$ cat src/verilog/mccs_pkg.sv
// Shared constants, types and carriers of the core context and stack block.
package mccs_pkg;

  // ----------------------------------------------------------------------
  // Widths and sizes
  // ----------------------------------------------------------------------
  localparam int PC_W = 12;
  localparam int DATA_W = 8;
  localparam int ADDR_W = 8;
  localparam int OFFS_W = 8;
  localparam int STACK_LEVELS = 6;
  localparam int DEPTH_W = 3;
  localparam int BANK_W_DEF = 2;

  // ----------------------------------------------------------------------
  // Data-space addresses of the core registers
  // ----------------------------------------------------------------------
  localparam logic [ADDR_W-1:0] ADDR_PTR_FIRST = 8'h80;
  localparam logic [ADDR_W-1:0] ADDR_PTR_SECOND = 8'h81;
  localparam logic [ADDR_W-1:0] ADDR_SHORT_FIRST = 8'h82;
  localparam logic [ADDR_W-1:0] ADDR_SHORT_SECOND = 8'h83;
  localparam logic [ADDR_W-1:0] ADDR_BANK = 8'hD9;
  localparam logic [ADDR_W-1:0] ADDR_ACCUMULATOR = 8'hFF;

  // ----------------------------------------------------------------------
  // Reset values
  // ----------------------------------------------------------------------
  localparam logic [DATA_W-1:0] DATA_RESET = 8'h00;
  localparam logic [PC_W-1:0] PC_RESET = 12'hFFE;
  localparam logic [PC_W-1:0] PC_STACK_RESET = 12'h000;
  localparam logic [DEPTH_W-1:0] DEPTH_RESET = 3'h0;

  // ----------------------------------------------------------------------
  // Clock division
  // ----------------------------------------------------------------------
  localparam int DIV_CORE = 13;
  localparam int DIV_PERIPH = 12;

  // ----------------------------------------------------------------------
  // Types
  // ----------------------------------------------------------------------
  typedef enum logic [1:0] {
    CTX_NORMAL,
    CTX_INT,
    CTX_NMI
  } mccs_ctx_e;

  typedef enum logic [3:0] {
    PC_HOLD,
    PC_INC,
    PC_JUMP,
    PC_CALL,
    PC_BRANCH,
    PC_INT,
    PC_NMI,
    PC_RET,
    PC_RETURN_FROM_INTERRUPT
  } mccs_pc_op_e;

  typedef struct packed {
    mccs_pc_op_e op;
    logic [PC_W-1:0] target;
    logic [OFFS_W-1:0] offset;
  } mccs_pc_cmd_s;

  typedef struct packed {
    logic rd;
    logic wr;
    logic [ADDR_W-1:0] addr;
    logic [DATA_W-1:0] wdata;
  } mccs_bus_s;

  typedef struct packed {
    logic carry_en;
    logic carry_val;
    logic bit_test_en;
    logic bit_val;
    logic zero_en;
    logic [DATA_W-1:0] result;
  } mccs_flag_upd_s;

endpackage
$ cat src/verilog/mccs_core_state.sv
// Programmer-visible core state: data registers, program counter, flags and return stack.
`timescale 1ns/1ps
// Notes on behaviour
// - Eight-bit accumulator, read and written as data location FFh.
// - Two pointer registers mapped at 80h and 81h, used for indirect addressing.
// - Two short-direct registers mapped at 82h and 83h like other registers.
// - Twelve-bit program counter reaching 4096 bytes of program space.
// - Counter advances after fetch; relative branch adds signed offset, writes back.
// - Load target on jump/call, vector on interrupt/reset, pop on return, increment on PC_INC, else hold.
// - Three carry/zero pairs: normal, interrupt, non-maskable; only current pair active.
// - Interrupt entry switches pair; return-from-interrupt restores the previous pair.
// - Pairs keep values across switches; each reachable only in its context.
// - Carry follows carry or borrow, takes tested bit, feeds rotate-left.
// - Zero set when latest arithmetic or logical result is zero, else cleared.
// - Reset starts in non-maskable context using its flag pair.
// - Call or interrupt pushes counter into six-level stack; deepest level lost.
// - Return pops first level into counter, shifting the rest up.
// - Over six pushes saturate; return on empty stack leaves it, continues.
// - Only the counter is stacked; data registers are never saved.
// - Internal clock divided by 13 for core, by 12 for peripherals.
// - Instructions take two, four or five machine cycles of one step each.
// - Bank switch register extends the counter beyond 4096 bytes.
module mccs_core_state #(
  parameter int BANK_W = mccs_pkg::BANK_W_DEF
) (
  input wire logic clk_sys,
  input wire logic reset_n,
  input mccs_pkg::mccs_bus_s bus_req,
  input mccs_pkg::mccs_pc_cmd_s pc_cmd,
  input mccs_pkg::mccs_flag_upd_s flag_upd,
  output logic [mccs_pkg::DATA_W-1:0] bus_rdata,
  output logic bus_hit,
  output logic [mccs_pkg::PC_W-1:0] pc,
  output logic [BANK_W-1:0] prog_bank,
  output logic [mccs_pkg::DATA_W-1:0] accumulator,
  output logic [mccs_pkg::DATA_W-1:0] index_pointer_first,
  output logic [mccs_pkg::DATA_W-1:0] index_pointer_second,
  output logic [mccs_pkg::DATA_W-1:0] short_direct_first,
  output logic [mccs_pkg::DATA_W-1:0] short_direct_second,
  output logic carry_flag,
  output logic zero_flag,
  output mccs_pkg::mccs_ctx_e context_now,
  output logic [mccs_pkg::DEPTH_W-1:0] stack_depth,
  output logic machine_tick,
  output logic periph_tick
);
  import mccs_pkg::*;

  // ----------------------------------------------------------------------
  // Reset release
  // ----------------------------------------------------------------------
  logic rst_meta_reg;
  logic rst_n_reg;

  always_ff @(posedge clk_sys or negedge reset_n) begin
    if (!reset_n) begin
      rst_meta_reg <= 1'b0;
      rst_n_reg <= 1'b0;
    end else begin
      rst_meta_reg <= 1'b1;
      rst_n_reg <= rst_meta_reg;
    end
  end

  // ----------------------------------------------------------------------
  // Clock division
  // ----------------------------------------------------------------------
  logic mc_tick;

  mccs_divider #(.DIV(DIV_CORE)) u_core_div (
    .clk_sys(clk_sys),
    .rst_n(rst_n_reg),
    .tick(mc_tick)
  );

  mccs_divider #(.DIV(DIV_PERIPH)) u_periph_div (
    .clk_sys(clk_sys),
    .rst_n(rst_n_reg),
    .tick(periph_tick)
  );

  assign machine_tick = mc_tick;

  // ----------------------------------------------------------------------
  // Data-space registers
  // ----------------------------------------------------------------------
  logic [DATA_W-1:0] acc_reg, acc_next;
  logic [DATA_W-1:0] ptr1_reg, ptr1_next;
  logic [DATA_W-1:0] ptr2_reg, ptr2_next;
  logic [DATA_W-1:0] sd1_reg, sd1_next;
  logic [DATA_W-1:0] sd2_reg, sd2_next;
  logic [BANK_W-1:0] bank_reg, bank_next;
  logic [DATA_W-1:0] rdata_reg, rdata_next;
  logic hit_reg, hit_next;

  always_comb begin
    acc_next = acc_reg;
    ptr1_next = ptr1_reg;
    ptr2_next = ptr2_reg;
    sd1_next = sd1_reg;
    sd2_next = sd2_reg;
    bank_next = bank_reg;
    rdata_next = DATA_RESET;
    hit_next = 1'b0;
    if (bus_req.wr) begin
      unique case (bus_req.addr)
        ADDR_ACCUMULATOR: acc_next = bus_req.wdata;
        ADDR_PTR_FIRST: ptr1_next = bus_req.wdata;
        ADDR_PTR_SECOND: ptr2_next = bus_req.wdata;
        ADDR_SHORT_FIRST: sd1_next = bus_req.wdata;
        ADDR_SHORT_SECOND: sd2_next = bus_req.wdata;
        ADDR_BANK: bank_next = bus_req.wdata[BANK_W-1:0];
        default: bank_next = bank_reg;
      endcase
    end
    if (bus_req.rd) begin
      hit_next = 1'b1;
      unique case (bus_req.addr)
        ADDR_ACCUMULATOR: rdata_next = acc_reg;
        ADDR_PTR_FIRST: rdata_next = ptr1_reg;
        ADDR_PTR_SECOND: rdata_next = ptr2_reg;
        ADDR_SHORT_FIRST: rdata_next = sd1_reg;
        ADDR_SHORT_SECOND: rdata_next = sd2_reg;
        ADDR_BANK: rdata_next = DATA_W'(bank_reg);
        default: hit_next = 1'b0;
      endcase
    end
  end

  always_ff @(posedge clk_sys or negedge rst_n_reg) begin
    if (!rst_n_reg) begin
      acc_reg <= DATA_RESET;
      ptr1_reg <= DATA_RESET;
      ptr2_reg <= DATA_RESET;
      sd1_reg <= DATA_RESET;
      sd2_reg <= DATA_RESET;
      bank_reg <= '0;
      rdata_reg <= DATA_RESET;
      hit_reg <= 1'b0;
    end else begin
      acc_reg <= acc_next;
      ptr1_reg <= ptr1_next;
      ptr2_reg <= ptr2_next;
      sd1_reg <= sd1_next;
      sd2_reg <= sd2_next;
      bank_reg <= bank_next;
      rdata_reg <= rdata_next;
      hit_reg <= hit_next;
    end
  end

  // ----------------------------------------------------------------------
  // Program counter and return stack
  // ----------------------------------------------------------------------
  logic [PC_W-1:0] pc_reg, pc_next;
  logic [PC_W-1:0] stack_reg [STACK_LEVELS];
  logic [PC_W-1:0] stack_next [STACK_LEVELS];
  logic [DEPTH_W-1:0] depth_reg, depth_next;
  logic [PC_W-1:0] branch_sum;
  logic do_push;
  logic do_pop;
  logic op_step;

  assign op_step = mc_tick;

  always_comb begin
    branch_sum = pc_reg + {{(PC_W-OFFS_W){pc_cmd.offset[OFFS_W-1]}}, pc_cmd.offset};
    pc_next = pc_reg;
    do_push = 1'b0;
    do_pop = 1'b0;
    if (op_step) begin
      unique case (pc_cmd.op)
        PC_HOLD: pc_next = pc_reg;
        PC_INC: pc_next = pc_reg + PC_W'(1);
        PC_JUMP: pc_next = pc_cmd.target;
        PC_CALL, PC_INT, PC_NMI: begin
          pc_next = pc_cmd.target;
          do_push = 1'b1;
        end
        PC_BRANCH: pc_next = branch_sum;
        PC_RET, PC_RETURN_FROM_INTERRUPT: begin
          if (depth_reg != DEPTH_RESET) begin
            pc_next = stack_reg[0];
            do_pop = 1'b1;
          end else begin
            pc_next = pc_reg + PC_W'(1);
          end
        end
        default: pc_next = pc_reg;
      endcase
    end
    for (int i = 0; i < STACK_LEVELS; i++) begin
      stack_next[i] = stack_reg[i];
    end
    depth_next = depth_reg;
    if (do_push) begin
      stack_next[0] = pc_reg;
      for (int i = 1; i < STACK_LEVELS; i++) begin
        stack_next[i] = stack_reg[i-1];
      end
      if (depth_reg != DEPTH_W'(STACK_LEVELS)) begin
        depth_next = depth_reg + DEPTH_W'(1);
      end
    end else if (do_pop) begin
      for (int i = 0; i < STACK_LEVELS - 1; i++) begin
        stack_next[i] = stack_reg[i+1];
      end
      stack_next[STACK_LEVELS-1] = stack_reg[STACK_LEVELS-1];
      depth_next = depth_reg - DEPTH_W'(1);
    end
  end

  always_ff @(posedge clk_sys or negedge rst_n_reg) begin
    if (!rst_n_reg) begin
      pc_reg <= PC_RESET;
      depth_reg <= DEPTH_RESET;
      for (int i = 0; i < STACK_LEVELS; i++) begin
        stack_reg[i] <= PC_STACK_RESET;
      end
    end else begin
      pc_reg <= pc_next;
      depth_reg <= depth_next;
      for (int i = 0; i < STACK_LEVELS; i++) begin
        stack_reg[i] <= stack_next[i];
      end
    end
  end

  // ----------------------------------------------------------------------
  // Contexts and flag pairs
  // ----------------------------------------------------------------------
  mccs_ctx_e ctx_reg, ctx_next;
  mccs_ctx_e save1_reg, save1_next;
  mccs_ctx_e save2_reg, save2_next;
  logic [2:0] carry_reg, carry_next;
  logic [2:0] zero_reg, zero_next;
  logic carry_out_reg, carry_out_next;
  logic zero_out_reg, zero_out_next;

  always_comb begin
    ctx_next = ctx_reg;
    save1_next = save1_reg;
    save2_next = save2_reg;
    carry_next = carry_reg;
    zero_next = zero_reg;
    if (flag_upd.bit_test_en) begin
      carry_next[ctx_reg] = flag_upd.bit_val;
    end else if (flag_upd.carry_en) begin
      carry_next[ctx_reg] = flag_upd.carry_val;
    end
    if (flag_upd.zero_en) begin
      zero_next[ctx_reg] = (flag_upd.result == DATA_RESET);
    end
    if (op_step) begin
      unique case (pc_cmd.op)
        PC_INT: begin
          if (ctx_reg == CTX_NORMAL) begin
            ctx_next = CTX_INT;
            save2_next = save1_reg;
            save1_next = ctx_reg;
          end
        end
        PC_NMI: begin
          if (ctx_reg != CTX_NMI) begin
            ctx_next = CTX_NMI;
            save2_next = save1_reg;
            save1_next = ctx_reg;
          end
        end
        PC_RETURN_FROM_INTERRUPT: begin
          ctx_next = save1_reg;
          save1_next = save2_reg;
          save2_next = CTX_NORMAL;
        end
        default: ctx_next = ctx_reg;
      endcase
    end
    carry_out_next = carry_next[ctx_next];
    zero_out_next = zero_next[ctx_next];
  end

  always_ff @(posedge clk_sys or negedge rst_n_reg) begin
    if (!rst_n_reg) begin
      ctx_reg <= CTX_NMI;
      save1_reg <= CTX_NORMAL;
      save2_reg <= CTX_NORMAL;
      carry_reg <= 3'h0;
      zero_reg <= 3'h0;
      carry_out_reg <= 1'b0;
      zero_out_reg <= 1'b0;
    end else begin
      ctx_reg <= ctx_next;
      save1_reg <= save1_next;
      save2_reg <= save2_next;
      carry_reg <= carry_next;
      zero_reg <= zero_next;
      carry_out_reg <= carry_out_next;
      zero_out_reg <= zero_out_next;
    end
  end

  // ----------------------------------------------------------------------
  // Outputs
  // ----------------------------------------------------------------------
  assign bus_rdata = rdata_reg;
  assign bus_hit = hit_reg;
  assign pc = pc_reg;
  assign prog_bank = bank_reg;
  assign accumulator = acc_reg;
  assign index_pointer_first = ptr1_reg;
  assign index_pointer_second = ptr2_reg;
  assign short_direct_first = sd1_reg;
  assign short_direct_second = sd2_reg;
  assign carry_flag = carry_out_reg;
  assign zero_flag = zero_out_reg;
  assign context_now = ctx_reg;
  assign stack_depth = depth_reg;
endmodule // mccs_core_state

$ cat src/verilog/mccs_divider.sv
// Free-running clock divider that emits one-cycle ticks.
`timescale 1ns/1ps
module mccs_divider #(
  parameter int DIV = 13
) (
  input wire logic clk_sys,
  input wire logic rst_n,
  output logic tick
);
  localparam int CW = $clog2(DIV);
  localparam logic [CW-1:0] LAST = CW'(DIV - 1);
  localparam logic [CW-1:0] ZERO = '0;

  logic [CW-1:0] count_reg;
  logic [CW-1:0] count_next;
  logic tick_reg;
  logic tick_next;

  always_comb begin
    tick_next = (count_reg == LAST);
    count_next = tick_next ? ZERO : count_reg + CW'(1);
  end

  always_ff @(posedge clk_sys or negedge rst_n) begin
    if (!rst_n) begin
      count_reg <= ZERO;
      tick_reg <= 1'b0;
    end else begin
      count_reg <= count_next;
      tick_reg <= tick_next;
    end
  end

  assign tick = tick_reg;
endmodule // mccs_divider

$ cat config.mk
export PLATFORM = sky130hd
export DESIGN_NAME = mccs_core_state
export DESIGN_NICKNAME = d
export VERILOG_FILES = /design/src/verilog/mccs_pkg.sv /design/src/verilog/mccs_core_state.sv /design/src/verilog/mccs_divider.sv
export SDC_FILE = /design/constraint.sdc
export NUM_CORES = 1
export LEC_CHECK = 0
export BUFFER_PORTS_ARGS = -buffer_cell sky130_fd_sc_hd__buf_2
export CORE_ASPECT_RATIO = 1.75
export CORE_UTILIZATION = 33
export DETAILED_ROUTE_END_ITERATION = 8
export PLACE_DENSITY = 0.61
export SETUP_SLACK_MARGIN = 0.15
export SLEW_MARGIN = 10
export SYNTH_ARGS = -nofsm -noshare
export SYNTH_HDL_FRONTEND = slang
export SYNTH_SLANG_ARGS = --single-unit
$ cat constraint.sdc
create_clock -name clk_sys -period 7.65 [get_ports clk_sys]
set_input_delay 2.295 -clock clk_sys [delete_from_list [all_inputs] [get_ports clk_sys]]
set_output_delay 2.295 -clock clk_sys [all_outputs]
set_load 0.05 [all_outputs]
==> results of run 1 <==
==> layout by cell type, fill, tap and decap left out, drive strengths merged, types with 3 or more instances in the layout <==
master / count
clkbuf: 18
xor2: 10
nor2b: 10
clkinv: 3
inv: 20
a21oi: 34
dfstp: 12
a222oi: 7
clkinvlp: 6
nand2: 112
nand4: 6
nor2: 41
a221oi: 5
a211oi: 5
buf: 136
nand3: 13
nand2b: 4
o21ai: 98
mux2i: 66
o211ai: 4
ha: 15
nor3: 10
a221o: 4
nor3b: 3
mux2: 66
and2: 3
a22oi: 3
a22o: 12
dfrtp: 152
xnor2: 9
nor4: 4
a31oi: 8
==> routing by layer <==
metal / wire [um] / share of wire / vias up
li1: - / - / 3159
met1: 7850 / 0.38 / 3143
met2: 11100 / 0.54 / 174
met3: 883 / 0.043 / 45
met4: 740 / 0.036 / 0
met5: 0 / 0 / -
==> per-stage QoR <==
step	hold WS (ns)	worst slack (ns)	std cells
floorplan	0.331	2.76	807
global placement	0.336	2.63	1221
detailed placement	0.344	2.63	1221
CTS	0.351	3.10	1253
global route	0.361	2.89	1253
finish	0.316	3.04	1253
==> area by class of cell <==
type                    count  area share
multi-input cells         589       0.411
repair buffers            136      0.0704
inverters                  16     0.00604
clock inverters            14      0.0150
flip-flops and latches    164       0.414
well taps                 316      0.0397
clock buffers              18      0.0431
==> report_power, final <==
part | total (W) | internal [W] | switching, W
registers | 0.000964 | 0.000909 | 0.0000549
clock network | 0.000843 | 0.000457 | 0.000385
logic | 0.000348 | 0.000114 | 0.000233
total | 0.00215 | 0.00148 | 0.000674
==> synth_stat cells, types with 3 or more instances <==
library cell / instances
a221o_1: 4
nor2_1: 41
o21ai_1: 11
o211ai_1: 4
a222oi_1: 7
dfstp_2: 12
dfrtp_1: 152
a21oi_1: 33
nand3_1: 13
clkbuf_1: 20
a22oi_1: 3
nand4_1: 6
buf_2: 13
nand2_1: 110
xor2_1: 10
xnor2_1: 9
nor3_1: 8
a211oi_1: 5
a221oi_1: 5
inv_1: 15
a31oi_1: 8
nand2b_1: 4
mux2i_1: 66
a22o_1: 12
ha_1: 15
buf_1: 4
nor4_1: 4
and2_1: 3
nor2b_1: 10
o21ai_0: 86
mux2_2: 66
==> logic make-up (layout without fill, tap and decap cells) <==
| group | count (synthesis) | in the layout | synth area share |
|---|---|---|---|
| xor gates and xnor gates | 19 | 19 | 0.0198 |
| and+or+nand+nor | 222 | 222 | 0.123 |
| adders and majority gates | 17 | 17 | 0.0271 |
| buffers and inverters | 54 | 184 | 0.0265 |
| other | 1 | 1 | 0.000446 |
| muxes | 133 | 133 | 0.169 |
| AOI/OAI and AO/OA | 197 | 197 | 0.144 |
| DFF | 164 | 164 | 0.489 |
==> critical path, cell delays in order <==
cell and delay [ns]:
buf_2 0.23, or4b_1 0.70, a21oi_4 0.40, nand2_4 0.60, nand2_1 0.33, o21ai_0 0.12, a22o_1 0.19
==> worst paths after layout <==
kind | start | end | slack [ns] | depth (start not counted)
worst max register to register | u_core_div.tick$_DFF_PN0_ | stack_depth[0]$_DFFE_PN0P_ | 5.06 | 5
worst min register to register | rst_n_reg$_DFF_PN0_ | prog_bank[1]$_DFFE_PN0P_ | 0.32 | 0
min in group clk_sys | rst_meta_reg$_DFF_PN0_ | rst_n_reg$_DFF_PN0_ | 0.35 | 0
worst min-delay path | rst_n_reg$_DFF_PN0_ | prog_bank[1]$_DFFE_PN0P_ | 0.32 | 0
max in group asynchronous | reset_n | rst_n_reg$_DFF_PN0_ | 5.91 | 1
worst max-delay path | pc_cmd[23] | stack_depth[1]$_DFFE_PN0P_ | 3.04 | 7
==> run summary, run 1 <==
run status: finished with violations
violated checks: DRC
HP Class: flip-flop to async pin
unrepaired setup endpoints after global routing: false
Yosys reg bits: 164
Fin. Hold Viols: 0
M3 GR Usage: 0.0385
input/output buffers: 128
PwrDens: 217 nW/um^2
Global Route Usage Sum: 0.168
Post-CTS Hold Fix Bufs: 0
num rows: 77
total gr overflow: 0
Max-cap violations: 0
Setup crit end kind: flip-flop
gpl congestion: 0.875
Core Footprint: 25100 sq um
latest clock arrival within the worst-skew pair: 0.44 ns
Post-Route WL: 20600 um
die area: 26200 sq um
Most Crowded Layer GR: met2
initial detailed-routing violation count: 375
clock skew: 0.0127 ns
async set or reset register ratio after synthesis: 1.00
DR pass1 iterations: 6
relative slew slack: 0.290
Largest register FFs: 72
crit share post-route: 0.602
syn avg cell area: 10.4 sq um
count of final setup violators: 0
critical path startpoint category: input pin
diode count: 0
Longest Clk Path Bufs: 2
Max Clock Freq: 217 MHz
placed inst area: 9370 sq um
Setup Crit Path Kind: input pin to flip-flop
syn nets: 881
DP HPWL: 14900 um
Final #Nets: 998
CP required: 7.97 ns
top cell type's share of synthesized area: 0.452
Vias/cell: 5.20
Initial Utilization: 0.335
first-pass GRT wire length: 33700 um
Register Area: 4120 sq um
Max FO, Critical Path: 63
Final ANT Viol Nets: 0
largest net degree at the start of global routing: 119
Core Util, Final: 0.396
Setup Buffers After CTS: 0
Cells after Synth: 807
Ys Warns: 0
Slew @ Worst Pin: 1.06 ns
# clock sinks: 164
prevailing post-synth register cell: dfrtp_1
synth-to-layout area growth: 18.2%
die height: 213 um
clk root buf: clkbuf_16
CTS buffer count: 17
Setup TNS: 0 ns
Unique masters post-synth: 65
wire per inst: 16.4 um
met2 usage: 0.309
max-slew violations: 0
Overall Power: 0.00215 W
H-tree depth: 4
CTS clk-pin slew, worst paths: 0.07 ns
Gates resized, CTS repair: 0
vias: 6521
layout filler cell count: 2516
Peak VDD IR: 0.180 mV
Design Area, Final: 9950 sq um
LEAKAGE: 4.98 nW
share of cells above drive strength 1: 0.276
# IOs: 129
clock tree from TritonCTS: built
leading area contributor after synthesis: dfrtp_1
Final min period: 4.61 ns
mapped cell area: 8420 sq um
number of global-route vias before repair: 6626
GR Layer Usage met1: 0.173
Chip Width: 123 um
Residual DRC: 2
CP Data Arrival Time: 4.93 ns
EDFF count, synth: 0
main area contributors after synthesis: dfrtp_1 45%, mux2_2 8.8%, mux2i_1 7.8%, o21ai_0 5.1%, nand2_1 4.9%
sequential-to-total area share from yosys stat: 0.489
initial antenna violation count: 0
footprint of the multi-input gates: 4090 sq um
Power figures use the tool's default switching activity.
==> inputs of run 2 (changes only) <==
--- a/config.mk
+++ b/config.mk
@@ -9,7 +9,7 @@
 export CORE_ASPECT_RATIO = 1.75
 export CORE_UTILIZATION = 33
 export DETAILED_ROUTE_END_ITERATION = 8
-export PLACE_DENSITY = 0.61
+export PLACE_DENSITY = 0.63
 export SETUP_SLACK_MARGIN = 0.15
 export SLEW_MARGIN = 10
 export SYNTH_ARGS = -nofsm -noshare
==> constraint.sdc (replaced) <==
create_clock -name clk_sys -period 4.1 [get_ports clk_sys]
set_input_delay 1.23 -clock clk_sys [delete_from_list [all_inputs] [get_ports clk_sys]]
set_output_delay 1.23 -clock clk_sys [all_outputs]
set_load 0.05 [all_outputs]
==> run 2 against run 1 <==
Against the previous run: the flow now finishes without violations; die area unchanged; first-iteration DRC count decreased by 1.9%; wire length increased by 0.63%; worst setup slack got worse by 2.0 ns; sequential share of layout area decreased by 0.23 points; clock power increased by 78%; hold slack improved by 0.038 ns; core utilization increased by 0.22 points.
==> run summary, run 2 (synthesized netlist as in run 1, its figures left out) <==
run status: complete, no violations
Core Footprint: 25100 sq um
number of global-route vias before repair: 6544
input/output buffers: 128
# clock sinks: 164
clock tree from TritonCTS: built
unrepaired setup endpoints after global routing: false
Final #Nets: 1004
clock skew: 0.0109 ns
CTS buffer count: 17
CP Data Arrival Time: 3.37 ns
clk root buf: clkbuf_16
Slew @ Worst Pin: 1.00 ns
crit share post-route: 0.739
Initial Utilization: 0.335
commonest cells after routing, fill and taps aside: 151 x dfrtp_1, 128 x buf_2, 110 x nand2_1
die area: 26200 sq um
DR pass1 iterations: 4
Residual DRC: 0
share of cells above drive strength 1: 0.281
latest clock arrival within the worst-skew pair: 0.44 ns
max-slew violations: 0
P_sw: 0.00123 W
Max FO, Critical Path: 34
HP Class: flip-flop to flip-flop
Final min period: 3.03 ns
Core Util, Final: 0.398
Setup Crit Path Kind: input pin to flip-flop
gpl congestion: 0.904
die height: 213 um
CP required: 4.44 ns
Peak VDD IR: 0.331 mV
Post-Route WL: 20700 um
Global Route Usage Sum: 0.164
first-pass GRT wire length: 32900 um
Clock Power Share: 0.379
Combinational Power Share: 0.164
Sequential Power Share: 0.456
PwrDens: 395 nW/um^2
# IOs: 129
initial detailed-routing violation count: 368
Chip Width: 123 um
Setup TNS: 0 ns
Vias/cell: 5.21
Gates resized, CTS repair: 0
count of final setup violators: 0
r2r setup slk: 1.69 ns
Design Area, Final: 10000 sq um
placed inst area: 9450 sq um
initial antenna violation count: 0
Post-CTS Hold Fix Bufs: 0
H-tree depth: 4
wire per inst: 16.5 um
Max Clock Freq: 330 MHz
CTS clk-pin slew, worst paths: 0.06 ns
Max-cap violations: 0
diode count: 0
total gr overflow: 0
vias: 6558
DP HPWL: 15100 um
Setup Buffers After CTS: 0
synth-to-layout area growth: 18.9%
Largest register FFs: 72
critical path startpoint category: input pin
Final ANT Viol Nets: 0
num rows: 77
Setup crit end kind: flip-flop
switching part of the total power: 0.310
largest net degree at the start of global routing: 123
Internal Power: 0.00273 W
Longest Clk Path Bufs: 2
relative slew slack: 0.331
LEAKAGE: 5.02 nW
commonest non-fill, non-tap cell in the layout: dfrtp_1
Fin. Hold Viols: 0
run 2: changes by cell type in the layout (fill, tap and decap cells not counted):
cell	change
inv_6	+2
clkinv_8	-1
buf_12	+3
clkinvlp_4	-2
clkinv_4	-1
bufinv_16	-1
clkbuf_8	+2
inv_8	-1
buf_4	+3
clkinv_2	+2
run 2: layout make-up:
class	instances	area, sq um
clock buffers	20	457
clock inverters	12	95.1
fillers	2516	15100
inverters	16	60.1
multi-input cells	589	4090
flip-flops and latches	164	4120
well taps	316	395
repair buffers	142	783
run 2: path summary, 6_finish.rpt:
| path | startpoint | end | cells after the start |
|---|---|---|---|
| setup / recovery | pc_cmd[23] | stack_reg[28]$_DFFE_PN0P_ | 7 |
| hold / removal | rst_meta_reg$_DFF_PN0_ | rst_n_reg$_DFF_PN0_ | 0 |
| setup reg to reg | pc[0]$_DFFE_PN0P_ | pc[6]$_DFFE_PN1P_ | 9 |
| hold reg to reg | rst_meta_reg$_DFF_PN0_ | rst_n_reg$_DFF_PN0_ | 0 |
| max in group asynchronous | rst_n_reg$_DFF_PN0_ | context_now[1]$_DFF_PN1_ | 1 |
| min in group asynchronous | rst_n_reg$_DFF_PN0_ | short_direct_second[1]$_DFFE_PN0P_ | 0 |
run 2: power by group through the flow:
stage                     registers [W]  clock network, W  logic (W)
after global placement          0.00183                 0   0.000639
after CTS                       0.00180           0.00156   0.000651
final                           0.00181           0.00150   0.000649
after floorplan                 0.00198                 0   0.000300
after global routing            0.00182           0.00162   0.000705
after detailed placement        0.00183                 0   0.000648
run 2: per-stage QoR:
| stage | instances | setup slack [ns] | hold slack, ns | total power [W] |
|---|---|---|---|---|
| 2_1_floorplan | 807 | 0.929 | 0.331 | 0.00228 |
| 3_3_place_gp | 1227 | 0.688 | 0.337 | 0.00247 |
| 3_5_place_dp | 1227 | 0.640 | 0.341 | 0.00248 |
| 4_1_cts | 1259 | 1.11 | 0.358 | 0.00401 |
| 5_1_grt | 1259 | 0.930 | 0.366 | 0.00414 |
| 6_report | 1259 | 1.07 | 0.355 | 0.00395 |
run 2: worst max-delay path, stage by stage:
cell     delay (ns)
buf_2          0.24
or4b_1         0.54
a21oi_4        0.33
nand2_4        0.35
buf_12         0.33
mux2i_1        0.14
o21ai_0        0.17
run 2: routing by layer:
| metal | wire length, um | GRT usage | vias up |
|---|---|---|---|
| met4 | 786 | 0.0879 | 0 |
| met3 | 751 | 0.0350 | 44 |
| met2 | 11200 | 0.306 | 162 |
| met1 | 7970 | 0.167 | 3188 |
| li1 | - | - | 3164 |
| met5 | 0 | 0 | - |
